**src/ssp_pkg.sv**
```systemverilog
// constants, types and carriers of the synchronous serial port
// Overview of operation
// - prescale divides system clock by even 2..254
// - second divide by one plus rate field
// - transmit fifo 16 bits by 8, write pushes
// - slave underrun sends eighth latest word or zero
// - transmit fifo empty raises service and dma
// - receive fifo 16 bits by 8, read pops
// - four sources ored into one request
// - per-source mask bit, one enables it
// - raw and masked status both readable
// - frames 4..16 bits, msb first
// - serial clock idles inactive, toggles when active
// - timeout in master mode when clock idle with receive data
// - spi and control formats frame low throughout
// - pulse framing: drive rising, latch falling
// - control format sends 8-bit word, ignores receive during it
// - pulse format idles clock, frame low, transmit off
// - pulse frame high one period, load shifter
// - msb out next rising, sample on falling
// - received word stored after last bit sampled in master; slave stores it as the last bit is sampled, without that bit
// - polarity bit sets idle clock level
// - phase bit picks first or second edge
package ssp_pkg;

  localparam int DATA_W     = 16;
  localparam int TX_DEPTH   = 8;
  localparam int RX_DEPTH   = 8;
  localparam int HIST_DEPTH = 8;

  localparam logic [7:0] PRESCALE_MIN = 8'h02;
  localparam logic [3:0] SIZE_MIN_M1  = 4'h3;
  localparam logic [4:0] CTRL_HEAD    = 5'h09;
  localparam logic [4:0] CTRL_BITS    = 5'h08;
  localparam logic [3:0] HIST_FULL    = 4'h8;
  localparam logic [6:0] TIMEOUT_HALF = 7'h40;

  localparam logic [1:0] FMT_SPI   = 2'h0;
  localparam logic [1:0] FMT_PULSE = 2'h1;
  localparam logic [1:0] FMT_CTRL  = 2'h2;

  localparam int IRQ_TX      = 0;
  localparam int IRQ_RX      = 1;
  localparam int IRQ_TIMEOUT = 2;
  localparam int IRQ_OVERRUN = 3;

  typedef enum logic [1:0] {ST_IDLE, ST_PRE, ST_SHIFT, ST_TAIL} ssp_state_e;

  typedef struct packed {
    logic       enable;
    logic       slave_mode;
    logic [1:0] format;
    logic [3:0] size_m1;
    logic       clock_polarity_bit;
    logic       clock_phase_bit;
    logic [7:0] prescale_divisor;
    logic [7:0] serial_clock_rate_field;
  } ssp_cfg_s;

  typedef struct packed {
    ssp_state_e                          st;
    logic [6:0]                          pre_cnt;
    logic [7:0]                          scr_cnt;
    logic [5:0]                          trans;
    logic [4:0]                          caps;
    logic [15:0]                         txsh;
    logic [15:0]                         rxsh;
    logic                                sclk;
    logic                                fss;
    logic                                txd;
    logic                                txoe;
    logic [1:0]                          s_clk;
    logic [1:0]                          s_fss;
    logic [1:0]                          s_rx;
    logic                                clk_d;
    logic                                sl_act;
    logic                                sl_first;
    logic [6:0]                          to_cnt;
    logic                                to_flag;
    logic                                ov_flag;
    logic [2:0]                          hist_ptr;
    logic [3:0]                          hist_cnt;
    logic [HIST_DEPTH-1:0][DATA_W-1:0]   hist;
  } ssp_state_s;

endpackage

```
**src/ssp_sync_serial_port.sv**
```systemverilog
// synchronous serial port: fifos, bit-rate generator, frame engines
`timescale 1ns/10ps

// ==========================================================
// generic first-in first-out buffer
module ssp_fifo #(
  parameter int WIDTH = 16,
  parameter int DEPTH = 16
) (
  input  wire logic             clk,
  input  wire logic             reset,
  input  wire logic             in_valid,
  output logic                  in_ready,
  input  wire logic [WIDTH-1:0] in_data,
  output logic                  out_valid,
  input  wire logic             out_ready,
  output logic      [WIDTH-1:0] out_data
);
  localparam int AW = $clog2(DEPTH);
  localparam logic [AW:0]   FULL_CNT = (AW+1)'(DEPTH);
  localparam logic [AW-1:0] LAST_PTR = AW'(DEPTH - 1);

  logic [WIDTH-1:0] mem [DEPTH];
  logic [AW-1:0]    wptr_r;
  logic [AW-1:0]    rptr_r;
  logic [AW:0]      count_r;
  logic             push;
  logic             pop;

  assign in_ready  = count_r != FULL_CNT;
  assign out_valid = count_r != '0;
  assign out_data  = mem[rptr_r];
  assign push      = in_valid && in_ready;
  assign pop       = out_valid && out_ready;

  always_ff @(posedge clk)
  begin
    if (push)
    begin
      mem[wptr_r] <= in_data;
    end
  end

  always_ff @(posedge clk)
  begin
    if (reset)
    begin
      wptr_r  <= '0;
      rptr_r  <= '0;
      count_r <= '0;
    end
    else
    begin
      if (push)
      begin
        wptr_r <= (wptr_r == LAST_PTR) ? '0 : AW'(wptr_r + 1'b1);
      end
      if (pop)
      begin
        rptr_r <= (rptr_r == LAST_PTR) ? '0 : AW'(rptr_r + 1'b1);
      end
      if (push && !pop)
      begin
        count_r <= (AW+1)'(count_r + 1'b1);
      end
      else if (pop && !push)
      begin
        count_r <= (AW+1)'(count_r - 1'b1);
      end
    end
  end
endmodule

// ==========================================================
// serial port top
module ssp_sync_serial_port (
  input  wire logic                        clk,
  input  wire logic                        reset,
  input  wire ssp_pkg::ssp_cfg_s           cfg,
  input  wire logic [3:0]                  interrupt_mask,
  input  wire logic                        timeout_clear,
  input  wire logic                        overrun_clear,
  input  wire logic                        dma_tx_enable,
  input  wire logic                        dma_rx_enable,
  input  wire logic                        wr_valid,
  output logic                             wr_ready,
  input  wire logic [ssp_pkg::DATA_W-1:0]  wr_data,
  output logic                             rd_valid,
  input  wire logic                        rd_ready,
  output logic      [ssp_pkg::DATA_W-1:0]  rd_data,
  output logic      [3:0]                  raw_interrupt_status,
  output logic      [3:0]                  masked_interrupt_status,
  output logic                             irq,
  output logic                             dma_tx_req,
  output logic                             dma_rx_req,
  output logic                             busy,
  input  wire logic                        serial_clock_pin_i,
  output logic                             serial_clock_pin_o,
  output logic                             serial_clock_pin_oe,
  input  wire logic                        frame_select_pin_i,
  output logic                             frame_select_pin_o,
  output logic                             frame_select_pin_oe,
  input  wire logic                        serial_receive_pin,
  output logic                             serial_transmit_pin,
  output logic                             serial_transmit_pin_oe
);
  import ssp_pkg::*;

  ssp_state_s       st_r;
  ssp_state_s       st_nxt;
  logic             tx_valid;
  logic             tx_pop;
  logic [15:0]      tx_word;
  logic             rx_push;
  logic             rx_ready;
  logic [15:0]      rx_word;
  logic             wr_fire;
  logic             tick;
  logic [6:0]       pre_half;
  logic [4:0]       nbits;
  logic [4:0]       total;
  logic [5:0]       trans_total;
  logic [5:0]       k;
  logic             ph_eff;
  logic             pol_eff;
  logic             cap_evt;
  logic [15:0]      load_word;
  logic [15:0]      load_sh;
  logic [15:0]      size_mask;
  logic             master_on;
  logic             rise;
  logic             fall;
  logic             lead;
  logic             trail;
  logic             to_set;
  logic             ov_set;

  // ==========================================================
  // buffers
  ssp_fifo #(.WIDTH(DATA_W), .DEPTH(TX_DEPTH)) u_tx_fifo (
    .clk      (clk),
    .reset    (reset),
    .in_valid (wr_valid),
    .in_ready (wr_ready),
    .in_data  (wr_data),
    .out_valid(tx_valid),
    .out_ready(tx_pop),
    .out_data (tx_word)
  );

  ssp_fifo #(.WIDTH(DATA_W), .DEPTH(RX_DEPTH)) u_rx_fifo (
    .clk      (clk),
    .reset    (reset),
    .in_valid (rx_push),
    .in_ready (rx_ready),
    .in_data  (rx_word),
    .out_valid(rd_valid),
    .out_ready(rd_ready),
    .out_data (rd_data)
  );

  // ==========================================================
  // derived values
  assign wr_fire     = wr_valid && wr_ready;
  assign master_on   = cfg.enable && !cfg.slave_mode;
  assign nbits       = (cfg.size_m1 < SIZE_MIN_M1) ? 5'h04 : 5'(cfg.size_m1 + 1'b1);
  assign total       = (cfg.format == FMT_CTRL) ? 5'(CTRL_HEAD + nbits) : nbits;
  assign trans_total = {total, 1'b0};
  assign ph_eff      = (cfg.format == FMT_PULSE) ? 1'b1 :
                       (cfg.format == FMT_CTRL) ? 1'b0 : cfg.clock_phase_bit;
  assign pol_eff     = (cfg.format == FMT_SPI) ? cfg.clock_polarity_bit : 1'b0;
  assign size_mask   = 16'((17'h0_0001 << nbits) - 1'b1);
  assign rx_word     = st_r.rxsh & size_mask;
  // the slave falls back on the oldest of the last eight written words
  assign load_word   = tx_valid ? tx_word :
                       (st_r.hist_cnt == HIST_FULL) ? st_r.hist[st_r.hist_ptr] : 16'h0000;
  assign load_sh     = (cfg.format == FMT_CTRL) ? {load_word[7:0], 8'h00} :
                       16'(load_word << (5'h10 - nbits));
  // clock divider: half of the even prescale, then one plus the rate field
  assign pre_half    = (cfg.prescale_divisor < PRESCALE_MIN) ? 7'h01 :
                       cfg.prescale_divisor[7:1];
  assign rise        = st_r.s_clk[1] && !st_r.clk_d;
  assign fall        = !st_r.s_clk[1] && st_r.clk_d;
  assign lead        = pol_eff ? fall : rise;
  assign trail       = pol_eff ? rise : fall;

  // ==========================================================
  // next state
  always_comb
  begin
    st_nxt  = st_r;
    tick    = 1'b0;
    tx_pop  = 1'b0;
    rx_push = 1'b0;
    to_set  = 1'b0;
    ov_set  = 1'b0;
    k       = 6'(st_r.trans + 1'b1);
    cap_evt = (k[0] == !ph_eff);

    st_nxt.s_clk = {st_r.s_clk[0], serial_clock_pin_i};
    st_nxt.s_fss = {st_r.s_fss[0], frame_select_pin_i};
    st_nxt.s_rx  = {st_r.s_rx[0], serial_receive_pin};
    st_nxt.clk_d = st_r.s_clk[1];

    if (!cfg.enable)
    begin
      st_nxt.pre_cnt = '0;
      st_nxt.scr_cnt = '0;
    end
    else if (7'(st_r.pre_cnt + 1'b1) >= pre_half)
    begin
      st_nxt.pre_cnt = '0;
      if (st_r.scr_cnt >= cfg.serial_clock_rate_field)
      begin
        st_nxt.scr_cnt = '0;
        tick           = 1'b1;
      end
      else
      begin
        st_nxt.scr_cnt = 8'(st_r.scr_cnt + 1'b1);
      end
    end
    else
    begin
      st_nxt.pre_cnt = 7'(st_r.pre_cnt + 1'b1);
    end

    if (!cfg.enable)
    begin
      st_nxt.st       = ST_IDLE;
      st_nxt.sl_act   = 1'b0;
      st_nxt.hist_cnt = '0;
    end
    else if (!cfg.slave_mode)
    begin
      unique case (st_r.st)
        ST_IDLE:
        begin
          st_nxt.sclk = pol_eff;
          st_nxt.fss  = (cfg.format != FMT_PULSE);
          st_nxt.txd  = 1'b0;
          st_nxt.txoe = (cfg.format != FMT_PULSE);
          if (tick && tx_valid)
          begin
            tx_pop        = 1'b1;
            st_nxt.txsh   = load_sh;
            st_nxt.trans  = '0;
            st_nxt.caps   = '0;
            st_nxt.txoe   = 1'b1;
            if (cfg.format == FMT_PULSE)
            begin
              st_nxt.st   = ST_PRE;
              st_nxt.fss  = 1'b1;
              st_nxt.sclk = 1'b1;
            end
            else
            begin
              st_nxt.st  = ST_SHIFT;
              st_nxt.fss = 1'b0;
              st_nxt.txd = ph_eff ? 1'b0 : load_sh[15];
            end
          end
        end
        ST_PRE:
        begin
          if (tick)
          begin
            st_nxt.sclk = 1'b0;
            st_nxt.st   = ST_SHIFT;
          end
        end
        ST_SHIFT:
        begin
          if (tick)
          begin
            st_nxt.sclk  = !st_r.sclk;
            st_nxt.trans = k;
            if (cfg.format == FMT_PULSE && k == 6'h01)
            begin
              st_nxt.fss = 1'b0;
            end
            if (cap_evt)
            begin
              st_nxt.caps = 5'(st_r.caps + 1'b1);
              if (cfg.format != FMT_CTRL || st_r.caps >= CTRL_HEAD)
              begin
                st_nxt.rxsh = {st_r.rxsh[14:0], st_r.s_rx[1]};
              end
            end
            else if (ph_eff && k == 6'h01)
            begin
              st_nxt.txd = st_r.txsh[15];
            end
            else
            begin
              st_nxt.txsh = {st_r.txsh[14:0], 1'b0};
              st_nxt.txd  = st_r.txsh[14];
            end
            if (k == trans_total)
            begin
              st_nxt.st = ST_TAIL;
            end
          end
        end
        ST_TAIL:
        begin
          if (tick)
          begin
            rx_push     = 1'b1;
            ov_set      = !rx_ready;
            st_nxt.st   = ST_IDLE;
            st_nxt.sclk = pol_eff;
            st_nxt.fss  = (cfg.format != FMT_PULSE);
            st_nxt.txd  = 1'b0;
            st_nxt.txoe = (cfg.format != FMT_PULSE);
          end
        end
      endcase
    end
    else
    begin
      st_nxt.st   = ST_IDLE;
      st_nxt.txoe = st_r.sl_act;
      if (cfg.format != FMT_PULSE && st_r.s_fss[1])
      begin
        st_nxt.sl_act = 1'b0;
        st_nxt.txoe   = 1'b0;
      end
      else if ((cfg.format != FMT_PULSE && !st_r.sl_act) ||
               (cfg.format == FMT_PULSE && fall && st_r.s_fss[1]))
      begin
        tx_pop          = tx_valid;
        st_nxt.txsh     = load_sh;
        st_nxt.txd      = ph_eff ? 1'b0 : load_sh[15];
        st_nxt.sl_act   = 1'b1;
        st_nxt.sl_first = 1'b1;
        st_nxt.caps     = '0;
      end
      else if (st_r.sl_act && st_r.caps < nbits)
      begin
        if (ph_eff ? trail : lead)
        begin
          st_nxt.rxsh = {st_r.rxsh[14:0], st_r.s_rx[1]};
          st_nxt.caps = 5'(st_r.caps + 1'b1);
          if (5'(st_r.caps + 1'b1) == nbits)
          begin
            rx_push = 1'b1;
            ov_set  = !rx_ready;
            if (cfg.format == FMT_PULSE)
            begin
              st_nxt.sl_act = 1'b0;
            end
            else if (ph_eff)
            begin
              st_nxt.sl_act = 1'b0;
            end
          end
        end
        else if (ph_eff ? lead : trail)
        begin
          if (ph_eff && st_r.sl_first)
          begin
            st_nxt.sl_first = 1'b0;
            st_nxt.txd      = st_r.txsh[15];
          end
          else
          begin
            st_nxt.txsh = {st_r.txsh[14:0], 1'b0};
            st_nxt.txd  = st_r.txsh[14];
          end
        end
      end
    end

    if (cfg.enable && wr_fire)
    begin
      st_nxt.hist[st_r.hist_ptr] = wr_data;
      st_nxt.hist_ptr            = 3'(st_r.hist_ptr + 1'b1);
      if (st_r.hist_cnt != HIST_FULL)
      begin
        st_nxt.hist_cnt = 4'(st_r.hist_cnt + 1'b1);
      end
    end

    // timeout counts idle half periods while received words wait
    if (!master_on || st_r.st != ST_IDLE || !rd_valid || rd_ready || tx_valid)
    begin
      st_nxt.to_cnt = '0;
    end
    else if (tick && st_r.to_cnt != TIMEOUT_HALF)
    begin
      st_nxt.to_cnt = 7'(st_r.to_cnt + 1'b1);
      to_set        = (7'(st_r.to_cnt + 1'b1) == TIMEOUT_HALF);
    end
    st_nxt.to_flag = to_set || (st_r.to_flag && !timeout_clear);
    st_nxt.ov_flag = ov_set || (st_r.ov_flag && !overrun_clear);
  end

  always_ff @(posedge clk)
  begin
    if (reset)
    begin
      st_r <= '0;
    end
    else
    begin
      st_r <= st_nxt;
    end
  end

  // ==========================================================
  // outputs
  assign raw_interrupt_status[IRQ_TX]      = !tx_valid;
  assign raw_interrupt_status[IRQ_RX]      = rd_valid;
  assign raw_interrupt_status[IRQ_TIMEOUT] = st_r.to_flag;
  assign raw_interrupt_status[IRQ_OVERRUN] = st_r.ov_flag;
  assign masked_interrupt_status = raw_interrupt_status & interrupt_mask;
  assign irq                     = |masked_interrupt_status;
  assign dma_tx_req              = dma_tx_enable && !tx_valid;
  assign dma_rx_req              = dma_rx_enable && rd_valid;
  assign busy                    = (st_r.st != ST_IDLE) || st_r.sl_act;
  assign serial_clock_pin_o      = st_r.sclk;
  assign serial_clock_pin_oe     = master_on;
  assign frame_select_pin_o      = st_r.fss;
  assign frame_select_pin_oe     = master_on;
  assign serial_transmit_pin     = st_r.txd;
  assign serial_transmit_pin_oe  = cfg.enable && st_r.txoe;
endmodule

```
**config.mk**
```make
export PLATFORM = sky130hd
export DESIGN_NAME = ssp_sync_serial_port
export DESIGN_NICKNAME = d
export VERILOG_FILES = /design/src/ssp_pkg.sv /design/src/ssp_sync_serial_port.sv
export SDC_FILE = /design/constraint.sdc
export NUM_CORES = 1
export LEC_CHECK = 0
export ABC_AREA = 1
export BUFFER_PORTS_ARGS = -buffer_cell sky130_fd_sc_hd__buf_4
export CORE_MARGIN = 2
export CORE_UTILIZATION = 60
export CTS_CLUSTER_DIAMETER = 150
export CTS_CLUSTER_SIZE = 28
export DETAILED_ROUTE_END_ITERATION = 8
export PLACE_DENSITY = 0.88
export REMOVE_ABC_BUFFERS = 1
export SLEW_MARGIN = 0
export SYNTH_ARGS = -nofsm -noshare
export SYNTH_HDL_FRONTEND = slang
export SYNTH_HIERARCHICAL = 1
export SYNTH_SLANG_ARGS = --single-unit
export TNS_END_PERCENT = 20
```
**constraint.sdc**
```tcl
create_clock -name clk -period 8.4 [get_ports clk]
set_input_delay 0.84 -clock clk [delete_from_list [all_inputs] [get_ports clk]]
set_output_delay 0.84 -clock clk [all_outputs]
set_load 0.005 [all_outputs]
```
# After elaboration in Yosys (flattened, before gate mapping)
# Memory sizes are Yosys's and may differ from the RTL's. A register that Yosys moved wholly into a read port is not among the register bits.
# Cells that the tools add are included.
[word_totals]
regBits = 237
mem_bits_rw = 256
in_bits = 57
output_inout_bits = 36
wordCells = 331
memories = 2
[mem_list]
columns = ["name", "depth", "word_bits", "rd", "rd_clocked_by_memory_dff", "write_ports", "line_no", "source"]
rows = [
  ["u_rx_fifo.mem", 8, 16, 1, 1, 1, "ssp_sync_serial_port.sv:23", "logic [WIDTH-1:0] mem [DEPTH];"],
  ["u_tx_fifo.mem", 8, 16, 1, 1, 1, "ssp_sync_serial_port.sv:23", ""],
]
[op_classes]
n_addsub = 19
magnitude_cmp = 8
n_eq_ne = 43
n_shift = 2
mux = 124
bitwise = 5
reduce_logical = 92
[op_table]
columns = ["operator", "count"]
rows = [
  ["two-way mux 16 bit", 15],
  ["two-way mux 132 bit", 1],
  ["bitwise mux 128 bit", 1],
  ["two-way mux 37 bit", 3],
  ["two-way mux 1 bit", 63],
  ["one-hot mux 27 bit (2 select lines)", 1],
  ["binary-select mux 16 bit (select 3 bit)", 1],
  ["demux 16 bit (select 3 bit)", 1],
  ["two-way mux 46 bit", 1],
  ["two-way mux 4 bit", 8],
  ["logical AND 1 bit", 28],
  ["two-way mux 27 bit", 1],
  ["two-way mux 3 bit", 8],
  ["inequality test 3 bit, second input constant", 8],
  ["nonzero test 2 bit", 11],
  ["two-way mux 21 bit", 1],
  ["two-way mux 5 bit", 4],
  ["inequality test 2 bit, second input constant", 10],
  ["AND reduction 5 bit", 4],
  ["two-way mux 2 bit", 9],
  ["AND reduction 9 bit", 2],
  ["nonzero test 3 bit", 6],
  ["bitwise AND 16 bit", 1],
  ["zero test 1 bit", 16],
  ["53 further kinds", 89],
]

# Logic depth before layout (Yosys ltp)
# Gate-level depths: netlist (run 1).
[logic_depth]
ltp_word = 15
ltp_mapped = 30
mapped_depth_nobuf = 30

# Cells and area by module
# Netlist (run 1), hierarchy kept.
[by_module_without_submodules]
columns = ["module", "n_inst", "cells_per_inst", "area_per_inst_um2", "seq_area_each_um2"]
rows = [
  ["ssp_sync_serial_port", 1, 1890, 12371.9, 4344.2],
  ["ssp_fifo", 2, 521, 5846.9, 4103.9],
]

# Worst setup path after synthesis (run 1)
# No wires, ideal clock.
[synth_timing]
path_type = "input-to-reg"
from = "input cfg[18] in the netlist's numbering"
to = "memory u_rx_fifo.mem[1][0] (enable)"
setup_time_ns = 0.388
arrival_ns = 3.794
required_time_ns = 8.012
path_slack_ns = 4.218
path_stages = 16
n_path_buf = 1
cell_sequence = "ha_1 > nor2_1 > nand2_1 > nand2_1 > inv_2 > buf_2 > ha_1 > nor4_1 > o2111ai_1 > nor3_1 > o21ai_1 > nor2_1 > nand2_2 > inv_1 > nand2_1 > nor2_1"
[synth_between]
elab_chain_len = 13
elab_cells_between_ends = 16
cone_classes = "add/sub: 1; order compare: 2; eq/ne: 1; mux: 10; reduce/logical: 2"
[synth_lines]
columns = ["element", "line_no", "source"]
rows = [
  ["from (decl)", "ssp_sync_serial_port.sv:79", "input wire ssp_pkg::ssp_cfg_s cfg,"],
  ["adder 4 x 1 -> 5 bit / less-than comparator 4 x 2 -> 1 bit (equally long branches)", "ssp_sync_serial_port.sv:166", "assign nbits = (cfg.size_m1 < SIZE_MIN_M1) ? 5'h04 : 5'(cfg.size_m1 + 1'b1);"],
  ["two-way mux 5 bit (*)", "ssp_sync_serial_port.sv:166", ""],
  ["branches (longest 3 deep; another with less-than comparator 5 bit)", "n/a", ""],
  ["two-way mux 1 bit (*)", "ssp_sync_serial_port.sv:339", "else if (st_r.sl_act && st_r.caps < nbits)"],
  ["two-way mux 1 bit (*)", "ssp_sync_serial_port.sv:329", "else if ((cfg.format != FMT_PULSE && !st_r.sl_act) ||"],
  ["two-way mux 1 bit (*)", "ssp_sync_serial_port.sv:324", "if (cfg.format != FMT_PULSE && st_r.s_fss[1])"],
  ["two-way mux 1 bit (*)", "ssp_sync_serial_port.sv:234", "else if (!cfg.slave_mode)"],
  ["two-way mux 1 bit (*)", "ssp_sync_serial_port.sv:228", "if (!cfg.enable)"],
  ["via rx_push", "ssp_sync_serial_port.sv:114", "logic rx_push;"],
  ["logical AND 1 bit (*)", "ssp_sync_serial_port.sv:33", "assign push = in_valid && in_ready;"],
  ["via u_rx_fifo.push", "ssp_sync_serial_port.sv:27", "logic push;"],
  ["two-way mux 1 bit (*)", "ssp_sync_serial_port.sv:38", "if (push)"],
  ["two-way mux 1 bit (not written as such) (*)", "ssp_sync_serial_port.sv:40", "mem[wptr_r] <= in_data;"],
  ["to (decl)", "ssp_sync_serial_port.sv:23", ""],
]
# Mark *: on every way through the listed nets, which the timed path passes.

# Worst setup path in the final report (run 1)
[layout_timing]
from = "input cfg[18] in the netlist's numbering"
to = "memory u_rx_fifo.mem[6][13] (enable)"
[layout_between]
elab_chain_len = 13
elab_cells_between_ends = 16
cone_classes = "add/sub: 1; order compare: 2; eq/ne: 1; mux: 10; reduce/logical: 2"
[layout_lines]
columns = ["element", "line_no"]
rows = [
  ["adder 4 x 1 -> 5 bit / less-than comparator 4 x 2 -> 1 bit (equally long branches)", "ssp_sync_serial_port.sv:166"],
  ["two-way mux 5 bit (*)", "ssp_sync_serial_port.sv:166"],
  ["branches (longest 3 deep; another with less-than comparator 5 bit)", "n/a"],
  ["two-way mux 1 bit (*)", "ssp_sync_serial_port.sv:339"],
  ["two-way mux 1 bit (*)", "ssp_sync_serial_port.sv:329"],
  ["two-way mux 1 bit (*)", "ssp_sync_serial_port.sv:324"],
  ["two-way mux 1 bit (*)", "ssp_sync_serial_port.sv:234"],
  ["two-way mux 1 bit (*)", "ssp_sync_serial_port.sv:228"],
  ["via rx_push", "ssp_sync_serial_port.sv:114"],
  ["logical AND 1 bit (*)", "ssp_sync_serial_port.sv:33"],
  ["two-way mux 1 bit (*)", "ssp_sync_serial_port.sv:38"],
  ["two-way mux 1 bit (not written as such) (*)", "ssp_sync_serial_port.sv:40"],
]
# Marks and branches as above.

==> impl_summary.txt, run 1 <==
----------------------------------------------------
[Routing]
  Routed Antenna Nets ... 0
  DRC Markers ... 0
  Number of detailed-routing iterations run before antenna repair ... 5
  Count of vias placed by the detailed router ... 19830
  Via-per-instance ratio ... 5.724
  Post-detailed-routing wire length ... 57590 um
  Routed WL per cell ... 16.62 um
  Initial drt markers ... 1792

[CTS]
  Buffers inserted by post-CTS timing repair ... 0
  Number of buffers inserted during clock tree synthesis ... 21
  CTS H-tree depth ... 1
  Cell at the root of the clock tree ... sky130_fd_sc_hd__clkbuf_16
  Clock sink total ... 499
  Insertion delay to the later sink of the worst-skew pair ... approximately 0.55 ns
  Clock-pin transition on the worst setup and hold timing paths ... between 0.1 and 0.15 ns
  Clock tree from TritonCTS ... yes
  Post-cts sizing count ... 0
  Maximum clock path buffer count ... 3
  Number of buffers inserted by hold repair at cts ... 0

[STA]
  TNS Setup ... 0 ns
  Final number of max-transition violations ... 0
  Final setup viols ... 0
  Fin. Hold Viols ... 0
  Share of the clock period used by the worst path after layout ... 0.6050
  Fmax achieved ... 196.8 MHz
  Worst slew margin relative to its limit ... 0.1880
  Unrepaired setup endpoints after global routing ... no
  Max Clock Skew ... slightly below 0.02 ns
  Transition time at the pin with the least slew margin ... approximately 1.2 ns
  Setup WS post-layout ... ~3.3 ns
  Post-layout min period ... 5.082 ns

[Floorplanning]
  Die Wd ... 204.3 um
  Top-Level Pins ... 93
  Core Footprint ... about 40000 um^2
  Starting density of the core ... 0.6071
  Total die area ... 41730 um^2
  Vertical extent of the die ... 204.3 um
  Row Count ... 73

[Yosys]
  FFs w/ async S/R, synth ... 0
  Register area share after synthesis ... 0.5216
  Warnings from Yosys ... 6
  Count of flip-flops with a built-in enable after synthesis ... 256
  Post-synthesis share of cell area spent on and, or, nand and nor gates ... 0.2222
  Post-synthesis compound-gate area fraction ... 0.1327
  Main combinational cell family by area after synthesis ... simple AND/OR/NAND/NOR gates
  Mean instance size in the synthesized netlist ... 8.208 um^2
  Post-synthesis adder-cell area fraction ... 0.03338
  Post-synthesis cell type count ... 56
  Total standard cell area after synthesis ... 24070 um^2
  Post-synthesis register bit count ... 499
  Share of the synthesized netlist area taken by xor and xnor gates ... 0.01191
  Most used DFF post-synth ... sky130_fd_sc_hd__edfxtp_1
  Proportion of synthesized area in mux cells ... 0.0004159
  Synth Instances ... roughly 3000

[Power and ir drop]
  Sequential power share ... 0.487
  Pint ... 3.716 mW
  Pwr Density ... about 220 nW/um^2
  Peak ir drop on the vdd network ... 0.1588 mV
  Leakage power ... 10.45 nW
  Switching Share ... 0.3423
  Clock Power Share ... 0.211
  P_sw ... roughly 1.9 mW
  Total Power ... 5.650 mW
  Comb power frac ... 0.302

[Critical path]
  Depth of the most critical reg-to-reg path ... 20
  Endpoint of the most critical register-to-register path ... u_rx_fifo/mem[6][13]$_DFFE_PP_
  Kind of critical path ... in -> reg
  Worst flop-to-flop path startpoint ... st_r[208]$_SDFF_PP0_
  Startpoint Class ... primary input
  Setup crit end kind ... flop
  R2R setup slack ... 3.45 ns
  Largest fanout on the critical path ... 20
  Worst endpoint data arrival time ... 5.25 ns
  Crit. Startpoint ... cfg[18]
  Data required, critical path ... 8.57 ns
  Termination of the worst setup path ... u_rx_fifo/mem[6][13]$_DFFE_PP_

[Global routing]
  Wire length of the first global-routing pass ... 91690 um
  Via count of the first global-routing pass ... 18740
  Pin count of the biggest net entering global routing ... 147
  Initial antenna violation count ... 1
  Remaining Overflow, GRT ... 0
  All-Layer GR Usage ... 0.2706

[Status]
  Outcome ... complete, no violations

[Min path]
  Kind of path behind the tightest hold check ... reg -> reg

[Placed design]
  Total placed instance area ... 24760 um^2
  Post-Place Setup Slack ... about 2.9 ns
  Post-detail-place hpwl ... 37430 um
  Port bufs ... 91
  RD Place Congestion ... between 0.9 and 1

[Final layout]
  Net count, final ... just over 3000
  Post-route cell area ... 25340 um^2
  Layout-stage area growth over the synthesis result ... 5.303%
  Fraction of final layout cells sized beyond drive strength 1 ... 0.06873
  Final Core Density ... 0.6393

[Run]
  Reported max-cap violation count ... 0

----------------------------------------------------
-- metal layers --
| metal | up-vias | track usage | part of all wire |
|---|---|---|---|
| met4 | 0 | 0.09136 | 0.028 |
| li1 | 9624 | - | - |
| met5 | - | 0 | 0 |
| met3 | 124 | 0.03061 | 0.071 |
| met2 | 716 | 0.4734 | 0.49 |
| met1 | 9368 | 0.3496 | 0.41 |
-- critical path, cell delays in order --
cell and delay [ns]:
sky130_fd_sc_hd__buf_4 0.13, sky130_fd_sc_hd__ha_1 0.21, sky130_fd_sc_hd__nor2_1 0.15, sky130_fd_sc_hd__nand2_1 0.09, sky130_fd_sc_hd__nand2_1 0.62, sky130_fd_sc_hd__inv_2 0.37, sky130_fd_sc_hd__ha_1 0.38, sky130_fd_sc_hd__nor4_1 0.32
sky130_fd_sc_hd__o2111ai_1 0.22, sky130_fd_sc_hd__nor3_1 0.21, sky130_fd_sc_hd__o21ai_1 0.08, sky130_fd_sc_hd__nor2_1 0.33, sky130_fd_sc_hd__nand2_2 0.16, sky130_fd_sc_hd__or2_4 0.29, sky130_fd_sc_hd__nor2_2 0.82
-- logic make-up (layout without fill, tap and decap cells) --
family,after synthesis,count (layout)
adder cells (fa/ha/maj),63,63
other,0,1
AND/OR/NAND/NOR,1305,1305
flip-flops,499,499
buffers and inverters,425,432
XOR/XNOR,31,31
multiplexers,1,1
AO/OA/AOI/OAI,608,608
-- cell type report --
| class | count | area (um^2) |
|---|---|---|
| well taps | 525 | 656.9 |
| inverters | 289 | 1089 |
| repair buffers | 109 | 818.3 |
| diodes | 1 | 2.502 |
| clock buffers | 33 | 570.5 |
| flip-flops and latches | 499 | 12560 |
| multi-input cells | 2008 | 9642 |
| fillers | 3218 | 14300 |
| clock inverters | 1 | 7.507 |
-- power groups by stage --
stage	Combinational, mW	Sequential, mW	Clock (mW)
CTS	1.69	2.75	1.20
global placement	1.62	2.80	0
global route	1.91	2.76	1.28
detailed placement	1.68	2.81	0
floorplan	1.03	2.84	0
finish	1.71	2.75	1.19
-- worst min path at each step --
stage / startpoint / to / slack (ns) / cells past startpoint
6_report: st_nxt[150]$_SDFF_PP0_ / st_r[150]$_SDFF_PP0_ / 0.41 / 2
5_1_grt: st_nxt[150]$_SDFF_PP0_ / st_r[150]$_SDFF_PP0_ / 0.42 / 2
3_3_place_gp: st_nxt[150]$_SDFF_PP0_ / st_r[150]$_SDFF_PP0_ / 0.40 / 2
3_5_place_dp: st_nxt[150]$_SDFF_PP0_ / st_r[150]$_SDFF_PP0_ / 0.40 / 2
4_1_cts: st_nxt[150]$_SDFF_PP0_ / st_r[150]$_SDFF_PP0_ / 0.41 / 2
2_1_floorplan: st_nxt[152]$_SDFF_PP0_ / st_nxt[146]$_SDFF_PP0_ / 0.39 / 2
-- layout by cell type (no fill, tap or decap), types with 15 or more instances in the layout --
cell,count
sky130_fd_sc_hd__nor2_2,15
sky130_fd_sc_hd__edfxtp_1,256
sky130_fd_sc_hd__inv_2,24
sky130_fd_sc_hd__ha_1,61
sky130_fd_sc_hd__dfxtp_1,240
sky130_fd_sc_hd__nand3_1,138
sky130_fd_sc_hd__o21ai_0,284
sky130_fd_sc_hd__clkbuf_16,21
sky130_fd_sc_hd__buf_4,109
sky130_fd_sc_hd__nand4_1,25
sky130_fd_sc_hd__o211ai_1,21
sky130_fd_sc_hd__nor3_1,15
sky130_fd_sc_hd__nor2_1,561
sky130_fd_sc_hd__a21oi_1,176
sky130_fd_sc_hd__o21ai_1,92
sky130_fd_sc_hd__inv_1,261
sky130_fd_sc_hd__nand2_1,515
sky130_fd_sc_hd__xor2_1,23
-- cell usage after synthesis (all sizes together), types with 2 or more instances --
cell type	instances	area [um^2]
o21ai	377	1898
edfxtp	256	7687
nor2	580	2253
nor3	17	95.09
nand3	140	710.7
and2	3	18.77
ha	61	763.2
xnor2	6	52.55
a21oi	176	880.8
o2111ai	2	17.52
nand2	518	1952
nand3b	3	22.52
dfxtp	243	4865
o31ai	4	30.03
nor3b	3	27.52
clkinv	2	7.510
clkbuf	70	270.3
nand4	26	168.9
o211ai	21	157.7
o21a	3	22.52
fa	2	40.04
nor4	5	31.28
buf	66	514.3
inv	287	1080
a211oi	9	67.56
or2	10	67.57
xor2	25	234.0
a31oi	9	56.30
-- stage by stage --
stage	cells	hold WS [ns]
after floorplan	2796	0.3883
after global placement	3430	0.3954
after detailed placement	3430	0.3952
after CTS	3464	0.4093
after global routing	3465	0.4153
final	3465	0.4082
No activity file was read; power rests on OpenSTA's default activity.
==> inputs of run 2 (changes only) <==
==> constraint.sdc (replaced) <==
create_clock -name clk -period 4.8 [get_ports clk]
set_input_delay 0.48 -clock clk [delete_from_list [all_inputs] [get_ports clk]]
set_output_delay 0.48 -clock clk [all_outputs]
set_load 0.005 [all_outputs]
==> run 2 against run 1 <==
- final cell count grew 0.49%
- register-to-register slack got worse by 3.1 ns
- hold slack lost 0.29 ns
- core utilization grew 0.36 points
- worst setup slack worse by 2.9 ns
- critical endpoint is now u_rx_fifo/count_r[3]$_SDFFE_PP0P_
==> impl_summary.txt, run 2 (synthesis results as in run 1) <==
----------------------------------------------------
[Critical path]
  R2R setup slack ... 0.37 ns (-3.08 ns)
  Most repeated library cell on the critical path ... sky130_fd_sc_hd__inv_1
  Kind of critical path ... reg -> reg
  Startpoint Class ... flop
  Setup crit end kind ... flop
  Worst stage delay on the critical path ... 0.39 ns (-0.43 ns)
  Depth of the most critical reg-to-reg path ... 28 (+40%)
  Largest fanout on the critical path ... 6 (-70%)
  Worst endpoint data arrival time ... 4.89 ns (-0.36 ns)
  Slowest library cell on the worst path ... sky130_fd_sc_hd__dfxtp_2
  Data required, critical path ... 5.26 ns (-3.31 ns)

[Final layout]
  Post-route cell area ... 25490 um^2 (+0.57%)
  Net count, final ... 3065 (+0.56%)
  Filler-free cell count of the finished design ... 3482 (+0.49%)
  Layout-stage area growth over the synthesis result ... 5.901%
  Commonest non-fill, non-tap cell in the layout ... sky130_fd_sc_hd__nor2_1
  Fraction of final layout cells sized beyond drive strength 1 ... 0.07510 (+0.006371)
  Most used cells in the layout excluding fill and tap cells ... sky130_fd_sc_hd__nor2_1, sky130_fd_sc_hd__nand2_1, sky130_fd_sc_hd__o21ai_0

[Placed design]
  RD Place Congestion ... 0.9274 (+2.1%)
  Total placed instance area ... 24870 um^2 (+0.42%)
  Number of placed instances, taps included ... 3444 (+0.41%)
  Post-detail-place hpwl ... 37790 um (+0.97%)
  Port bufs ... 91 (unchanged)

[Global routing]
  Remaining Overflow, GRT ... 0 (unchanged)
  Initial antenna violation count ... 1 (unchanged)
  All-Layer GR Usage ... 0.2746 (+0.004015)
  Pin count of the biggest net entering global routing ... 132 (-10%)
  Via count of the first global-routing pass ... 18980 (+1.3%)
  Wire length of the first global-routing pass ... 93180 um (+1.6%)

[STA]
  Max Clock Skew ... 0.02096 ns (+0.001202 ns)
  Worst slew margin relative to its limit ... 0.1535 (-0.03456)
  Share of the clock period used by the worst path after layout ... 0.9221
  Post-layout min period ... approximately 4.4 ns
  Final number of max-transition violations ... 0 (unchanged)
  Fmax achieved ... 225.9 MHz
  Fin. Hold Viols ... 0 (unchanged)
  Final setup viols ... 0 (unchanged)
  Transition time at the pin with the least slew margin ... 1.268 ns (+0.05045 ns)

[Min path]
  Kind of path behind the tightest hold check ... in -> reg
  Depth of the worst hold-timing path ... 3 (+1)

[Power and ir drop]
  Comb power frac ... 0.302 (about the same)
  Peak ir drop on the vdd network ... 0.2459 mV (+55%)
  Switching Share ... 0.3427 (+0.0003678)
  P_sw ... 3.397 mW (+76%)
  Total Power ... 9.914 mW (+75%)
  Pwr Density ... 389.0 nW/um^2 (+74%)
  Leakage power ... 10.54 nW (+0.81%)
  Sequential power share ... 0.488 (about the same)
  Clock Power Share ... 0.210 (about the same)
  Pint ... 6.517 mW (+75%)

[Routing]
  Count of vias placed by the detailed router ... 19860 (+0.12%)
  Initial drt markers ... 1999 (+12%)
  Number of detailed-routing iterations run before antenna repair ... 6 (+1)
  Routed Antenna Nets ... 0 (unchanged)
  DRC Markers ... 0 (unchanged)
  Post-detailed-routing wire length ... 57950 um (+0.62%)
  Via-per-instance ratio ... 5.702 (-0.37%)
  Routed WL per cell ... 16.64 um (+0.13%)

[CTS]
  Clock tree from TritonCTS ... yes
  Cell at the root of the clock tree ... sky130_fd_sc_hd__clkbuf_16
  Clock-pin transition on the worst setup and hold timing paths ... 0.11 ns (about the same)
  Maximum clock path buffer count ... 3 (unchanged)
  CTS H-tree depth ... 1 (unchanged)
  Number of buffers inserted during clock tree synthesis ... 21 (unchanged)
  Clock sink total ... 499 (unchanged)
  Insertion delay to the later sink of the worst-skew pair ... 0.55 ns (about the same)
  Number of buffers inserted by hold repair at cts ... 0 (unchanged)

[Run]
  Reported max-cap violation count ... 0 (unchanged)

[Floorplanning]
  Core Footprint ... 39640 um^2 (unchanged)
  Row Count ... 73 (unchanged)
  Top-Level Pins ... 93 (unchanged)
  Starting density of the core ... 0.6071 (unchanged)
  Vertical extent of the die ... 204.3 um (unchanged)
  Die Wd ... 204.3 um (unchanged)
  Total die area ... 41730 um^2 (unchanged)

[Status]
  Outcome ... complete, no violations

----------------------------------------------------
run 2: cell types whose count changed in the layout (fill, tap and decap cells not counted), sizes merged:
| cell | before | now |
|---|---|---|
| buf | 109 | 126 |
run 2: layer usage:
metal / share of wire / global-route usage / vias up
met2: 0.49 / 0.4814 / 857
li1: - / - / 9659
met4: 0.024 / 0.07402 / 0
met3: 0.082 / 0.03253 / 111
met5: 0 / 0 / -
met1: 0.40 / 0.3607 / 9229
run 2: final timing paths:
path / from / endpoint
worst max-delay path: st_r[208]$_SDFF_PP0_ / u_rx_fifo/count_r[3]$_SDFFE_PP0P_
worst max register to register: st_r[208]$_SDFF_PP0_ / u_rx_fifo/count_r[3]$_SDFFE_PP0P_
worst min-delay path: frame_select_pin_i / st_nxt[150]$_SDFF_PP0_
worst min register to register: st_nxt[152]$_SDFF_PP0_ / st_nxt[146]$_SDFF_PP0_
run 2: area by class of cell:
| class | instances | area, um^2 |
|---|---|---|
| fillers | 3165 | 14150 |
| flip-flops and latches | 499 | 12560 |
| multi-input cells | 2008 | 9657 |
| inverters | 289 | 1089 |
| repair buffers | 126 | 945.9 |
| well taps | 525 | 656.9 |
| clock buffers | 33 | 570.5 |
| clock inverters | 1 | 7.507 |
| diodes | 1 | 2.502 |
run 2: critical path: cells and delay by family (launching register included):
| family | cells | cell delay, ns |
|---|---|---|
| AND/OR/NAND/NOR | 14 | 2.03 |
| adder cells (fa/ha/maj) | 4 | 0.96 |
| buffers and inverters | 7 | 0.53 |
| flip-flops | 1 | 0.39 |
| AO/OA/AOI/OAI | 2 | 0.26 |
| XOR/XNOR | 1 | 0.16 |
run 2: power by group through the flow:
stage,logic [mW],registers (mW),clock network (mW)
2_1_floorplan,1.81,4.97,0
3_3_place_gp,2.83,4.92,0
3_5_place_dp,2.93,4.94,0
4_1_cts,2.96,4.84,2.10
5_1_grt,3.36,4.86,2.24
6_report,2.99,4.84,2.09
run 2: what timing repair did:
| action | CTS | global route |
|---|---|---|
| buffers inserted | 0 | 3 |
| setup endpoints to repair | 0 | 3 |
| gates resized for setup | 0 | 5 |
run 2: per-stage QoR:
stage | TNS (ns) | util | worst slack, ns | hold WS, ns
after floorplan | 0 | - | 0.8502 | 0.3883
after global placement | 0 | 0.6273 | 0.3207 | 0.3938
after detailed placement | 0 | 0.6273 | 0.1762 | 0.3960
after CTS | 0 | 0.6419 | 0.1482 | 0.1085
after global routing | -0.03046 | 0.6429 | -0.03046 | 0.1127
final | 0 | 0.6429 | 0.3739 | 0.1221
==> inputs of run 3 (changes only) <==
--- a/config.mk
+++ b/config.mk
@@ -8,11 +8,11 @@
 export ABC_AREA = 1
 export BUFFER_PORTS_ARGS = -buffer_cell sky130_fd_sc_hd__buf_4
 export CORE_MARGIN = 2
-export CORE_UTILIZATION = 60
+export CORE_UTILIZATION = 56
 export CTS_CLUSTER_DIAMETER = 150
 export CTS_CLUSTER_SIZE = 28
 export DETAILED_ROUTE_END_ITERATION = 8
-export PLACE_DENSITY = 0.88
+export PLACE_DENSITY = 0.86
 export REMOVE_ABC_BUFFERS = 1
 export SLEW_MARGIN = 0
 export SYNTH_ARGS = -nofsm -noshare
==> constraint.sdc (replaced) <==
create_clock -name clk -period 3.79 [get_ports clk]
set_input_delay 0.379 -clock clk [delete_from_list [all_inputs] [get_ports clk]]
set_output_delay 0.379 -clock clk [all_outputs]
set_load 0.005 [all_outputs]
==> run 3 against run 2 <==
- clock power grew 28%
- combinational power increased by 35%
- hold slack got worse by 0.027 ns
- sequential cell count is the same
- final cell count up 1.6%
- non-clock buffer count is 44 higher
- register-to-register slack worse by 0.33 ns
- via count up 1.1%
- sequential power increased by 26%
- clock-buffer cell count decreased by 1
- critical path type unchanged
- highest routed layer unchanged
==> impl_summary.txt, run 3 (synthesis results as in run 1) <==
----------------------------------------------------
[Final layout]
  Diode count ... 0 (-1)
  Sequential cell area in the final layout ... 12560 um^2 (about the same)
  Filler-free cell count of the finished design ... 3539 (+1.6%)
  Most used cells in the layout excluding fill and tap cells ... sky130_fd_sc_hd__nor2_1, sky130_fd_sc_hd__nand2_1, sky130_fd_sc_hd__o21ai_0
  Final Core Density ... 0.6199 (-0.02301)
  Layout-stage area growth over the synthesis result ... 8.776%
  Commonest non-fill, non-tap cell in the layout ... sky130_fd_sc_hd__nor2_1
  Number of fill cells ... 3422 (+8.1%)
  Area used by multi-input combinational logic ... 9808 um^2 (+1.6%)
  Fraction of final layout cells sized beyond drive strength 1 ... 0.09767 (+0.02257)
  Net count, final ... 3109 (+1.4%)

[Floorplanning]
  Top-Level Pins ... 93 (unchanged)
  Core Footprint ... 42230 um^2 (+6.5%)
  Row Count ... 75 (+2.7%)
  Vertical extent of the die ... 211.3 um (+3.4%)
  Total die area ... 44650 um^2 (+7.0%)
  Starting density of the core ... 0.5699 (-0.03720)
  Die Wd ... 211.3 um (+3.4%)

[Routing]
  Routed Antenna Nets ... 0 (unchanged)
  Post-detailed-routing wire length ... 59920 um (+3.4%)
  Count of vias placed by the detailed router ... 20070 (+1.1%)
  Number of detailed-routing iterations run before antenna repair ... 6 (unchanged)
  Initial drt markers ... 1959 (-2.0%)
  DRC Markers ... 0 (unchanged)
  Routed WL per cell ... 16.93 um (+1.7%)
  Via-per-instance ratio ... 5.671 (-0.55%)

[CTS]
  Cell at the root of the clock tree ... sky130_fd_sc_hd__clkbuf_16
  CTS H-tree depth ... 1 (unchanged)
  Maximum clock path buffer count ... 3 (unchanged)
  Clock sink total ... 499 (unchanged)
  Clock tree from TritonCTS ... yes
  Number of buffers inserted during clock tree synthesis ... 21 (unchanged)
  Clock-pin transition on the worst setup and hold timing paths ... 0.12 ns (about the same)
  Insertion delay to the later sink of the worst-skew pair ... 0.60 ns (+0.05 ns)

[Critical path]
  Startpoint Class ... flop
  Kind of cell adding the most delay to the critical path ... simple AND/OR/NAND/NOR gates
  Setup crit end kind ... flop
  Largest fanout on the critical path ... 3 (-3)
  Combined buffer and inverter count along the critical path ... 8 (+1)
  Worst stage delay on the critical path ... 0.37 ns (-0.02 ns)
  Data required, critical path ... 4.30 ns (-0.96 ns)
  Kind of critical path ... reg -> reg
  Worst endpoint data arrival time ... 4.26 ns (-0.63 ns)
  Slowest library cell on the worst path ... sky130_fd_sc_hd__dfxtp_2

[Global routing]
  Pin count of the biggest net entering global routing ... 132 (unchanged)
  Initial antenna violation count ... 0 (-1)
  Wire length of the first global-routing pass ... 95660 um (+2.7%)
  Remaining Overflow, GRT ... 0 (unchanged)
  Via count of the first global-routing pass ... 19470 (+2.5%)
  All-Layer GR Usage ... 0.2642 (-0.01045)

[Placed design]
  Post-detail-place hpwl ... 39220 um (+3.8%)
  Number of placed instances, taps included ... 3495 (+1.5%)
  Port bufs ... 91 (unchanged)
  RD Place Congestion ... 0.9281 (about the same)

[STA]
  Final setup viols ... 0 (unchanged)
  Max Clock Skew ... 0.04658 ns (+0.02562 ns)
  Final Hold Slack ... 0.09549 ns (-0.02664 ns)
  Share of the clock period used by the worst path after layout ... 0.9882 (+0.06612)
  Transition time at the pin with the least slew margin ... 1.161 ns (-0.1075 ns)
  Fin. Hold Viols ... 0 (unchanged)
  Post-layout min period ... 3.745 ns (-0.6807 ns)
  Final number of max-transition violations ... 0 (unchanged)
  Unrepaired setup endpoints after global routing ... yes
  Worst slew margin relative to its limit ... 0.2252 (+0.07177)
  Fmax achieved ... 267.0 MHz (+18%)

[Power and ir drop]
  Peak ir drop on the vdd network ... 0.3996 mV (+62%)
  Pwr Density ... 489.3 nW/um^2 (+26%)
  Leakage power ... 10.83 nW (+2.8%)

[Status]
  Outcome ... complete, no violations

[Min path]
  Kind of path behind the tightest hold check ... in -> reg

[Run]
  Reported max-cap violation count ... 0 (unchanged)

----------------------------------------------------
==> run 3: final timing paths <==
path                     startpoint                           endpoint  slack, ns  cells past startpoint
max            st_r[209]$_SDFF_PP0_  u_rx_fifo/count_r[2]$_SDFFE_PP0P_       0.04                     27
min                        wr_valid   u_tx_fifo/wptr_r[0]$_SDFFE_PP0P_        0.1                      3
max reg2reg    st_r[209]$_SDFF_PP0_  u_rx_fifo/count_r[2]$_SDFFE_PP0P_       0.04                     27
min reg2reg  st_nxt[152]$_SDFF_PP0_             st_nxt[146]$_SDFF_PP0_       0.42                      2
==> run 3: routing by layer <==
layer	track usage	share of wire
met3	0.03071	0.081
met4	0.08572	0.023
met5	0	0
met2	0.4604	0.49
met1	0.3444	0.41
==> run 3: area by class of cell <==
cell class	instances	share of cell area
repair buffers	170	0.05573
well taps	539	0.02576
clock buffers	32	0.02165
multi-input cells	2008	0.3747
flip-flops and latches	499	0.4798
inverters	289	0.04177
clock inverters	2	0.0006214
==> run 3: power by group <==
part	leakage, nW	total, mW	switching (mW)	internal [mW]
Sequential	4.51	6.10	0.173	5.92
Combinational	6.04	4.03	2.63	1.40
Clock	0.276	2.68	1.63	1.05
==> run 3: timing repair <==
action	in CTS	in global routing
cloned	0	1
resized for setup	12	44
hold buffers	5	0
setup endpoints to repair	99	134
endpoints found under the hold margin	5	0
pin swaps	7	23
buffers inserted	2	3
==> run 3: metrics by stage <==
step | cell area (um^2) | setup WS, ns | power [mW] | TNS (ns)
2_1_floorplan | 23280 | -0.1048 | 8.587 | -6.781
4_1_cts | 25980 | 0.009705 | 12.71 | 0
5_1_grt | 26180 | -0.1777 | 13.52 | -9.917
3_3_place_gp | 25300 | -0.1090 | 9.909 | -0.2394
6_report | 26180 | 0.04464 | 12.81 | 0
3_5_place_dp | 25300 | -0.2630 | 10.06 | -1.044
==> run 3: worst register-to-register path: stages (launching register included) <==
cell and delay, ns:
sky130_fd_sc_hd__dfxtp_2 0.37, sky130_fd_sc_hd__ha_4 0.14, sky130_fd_sc_hd__inv_4 0.04, sky130_fd_sc_hd__nor2_4 0.07, sky130_fd_sc_hd__inv_2 0.05, sky130_fd_sc_hd__nor2_4 0.08, sky130_fd_sc_hd__nand2_2 0.07, sky130_fd_sc_hd__xor2_2 0.18
sky130_fd_sc_hd__ha_1 0.33, sky130_fd_sc_hd__nand2_2 0.07, sky130_fd_sc_hd__inv_1 0.06, sky130_fd_sc_hd__nand4_1 0.17, sky130_fd_sc_hd__nand3_4 0.17, sky130_fd_sc_hd__nand2_4 0.09, sky130_fd_sc_hd__nor2_4 0.14, sky130_fd_sc_hd__inv_2 0.06
sky130_fd_sc_hd__o21ai_2 0.15, sky130_fd_sc_hd__o21ai_2 0.08, sky130_fd_sc_hd__nor2_2 0.18, sky130_fd_sc_hd__nand2_2 0.10, sky130_fd_sc_hd__inv_2 0.10, sky130_fd_sc_hd__ha_4 0.16, sky130_fd_sc_hd__inv_4 0.04, sky130_fd_sc_hd__buf_6 0.12
sky130_fd_sc_hd__fa_2 0.35, sky130_fd_sc_hd__xor2_1 0.16, sky130_fd_sc_hd__o21ai_1 0.13, sky130_fd_sc_hd__inv_1 0.05
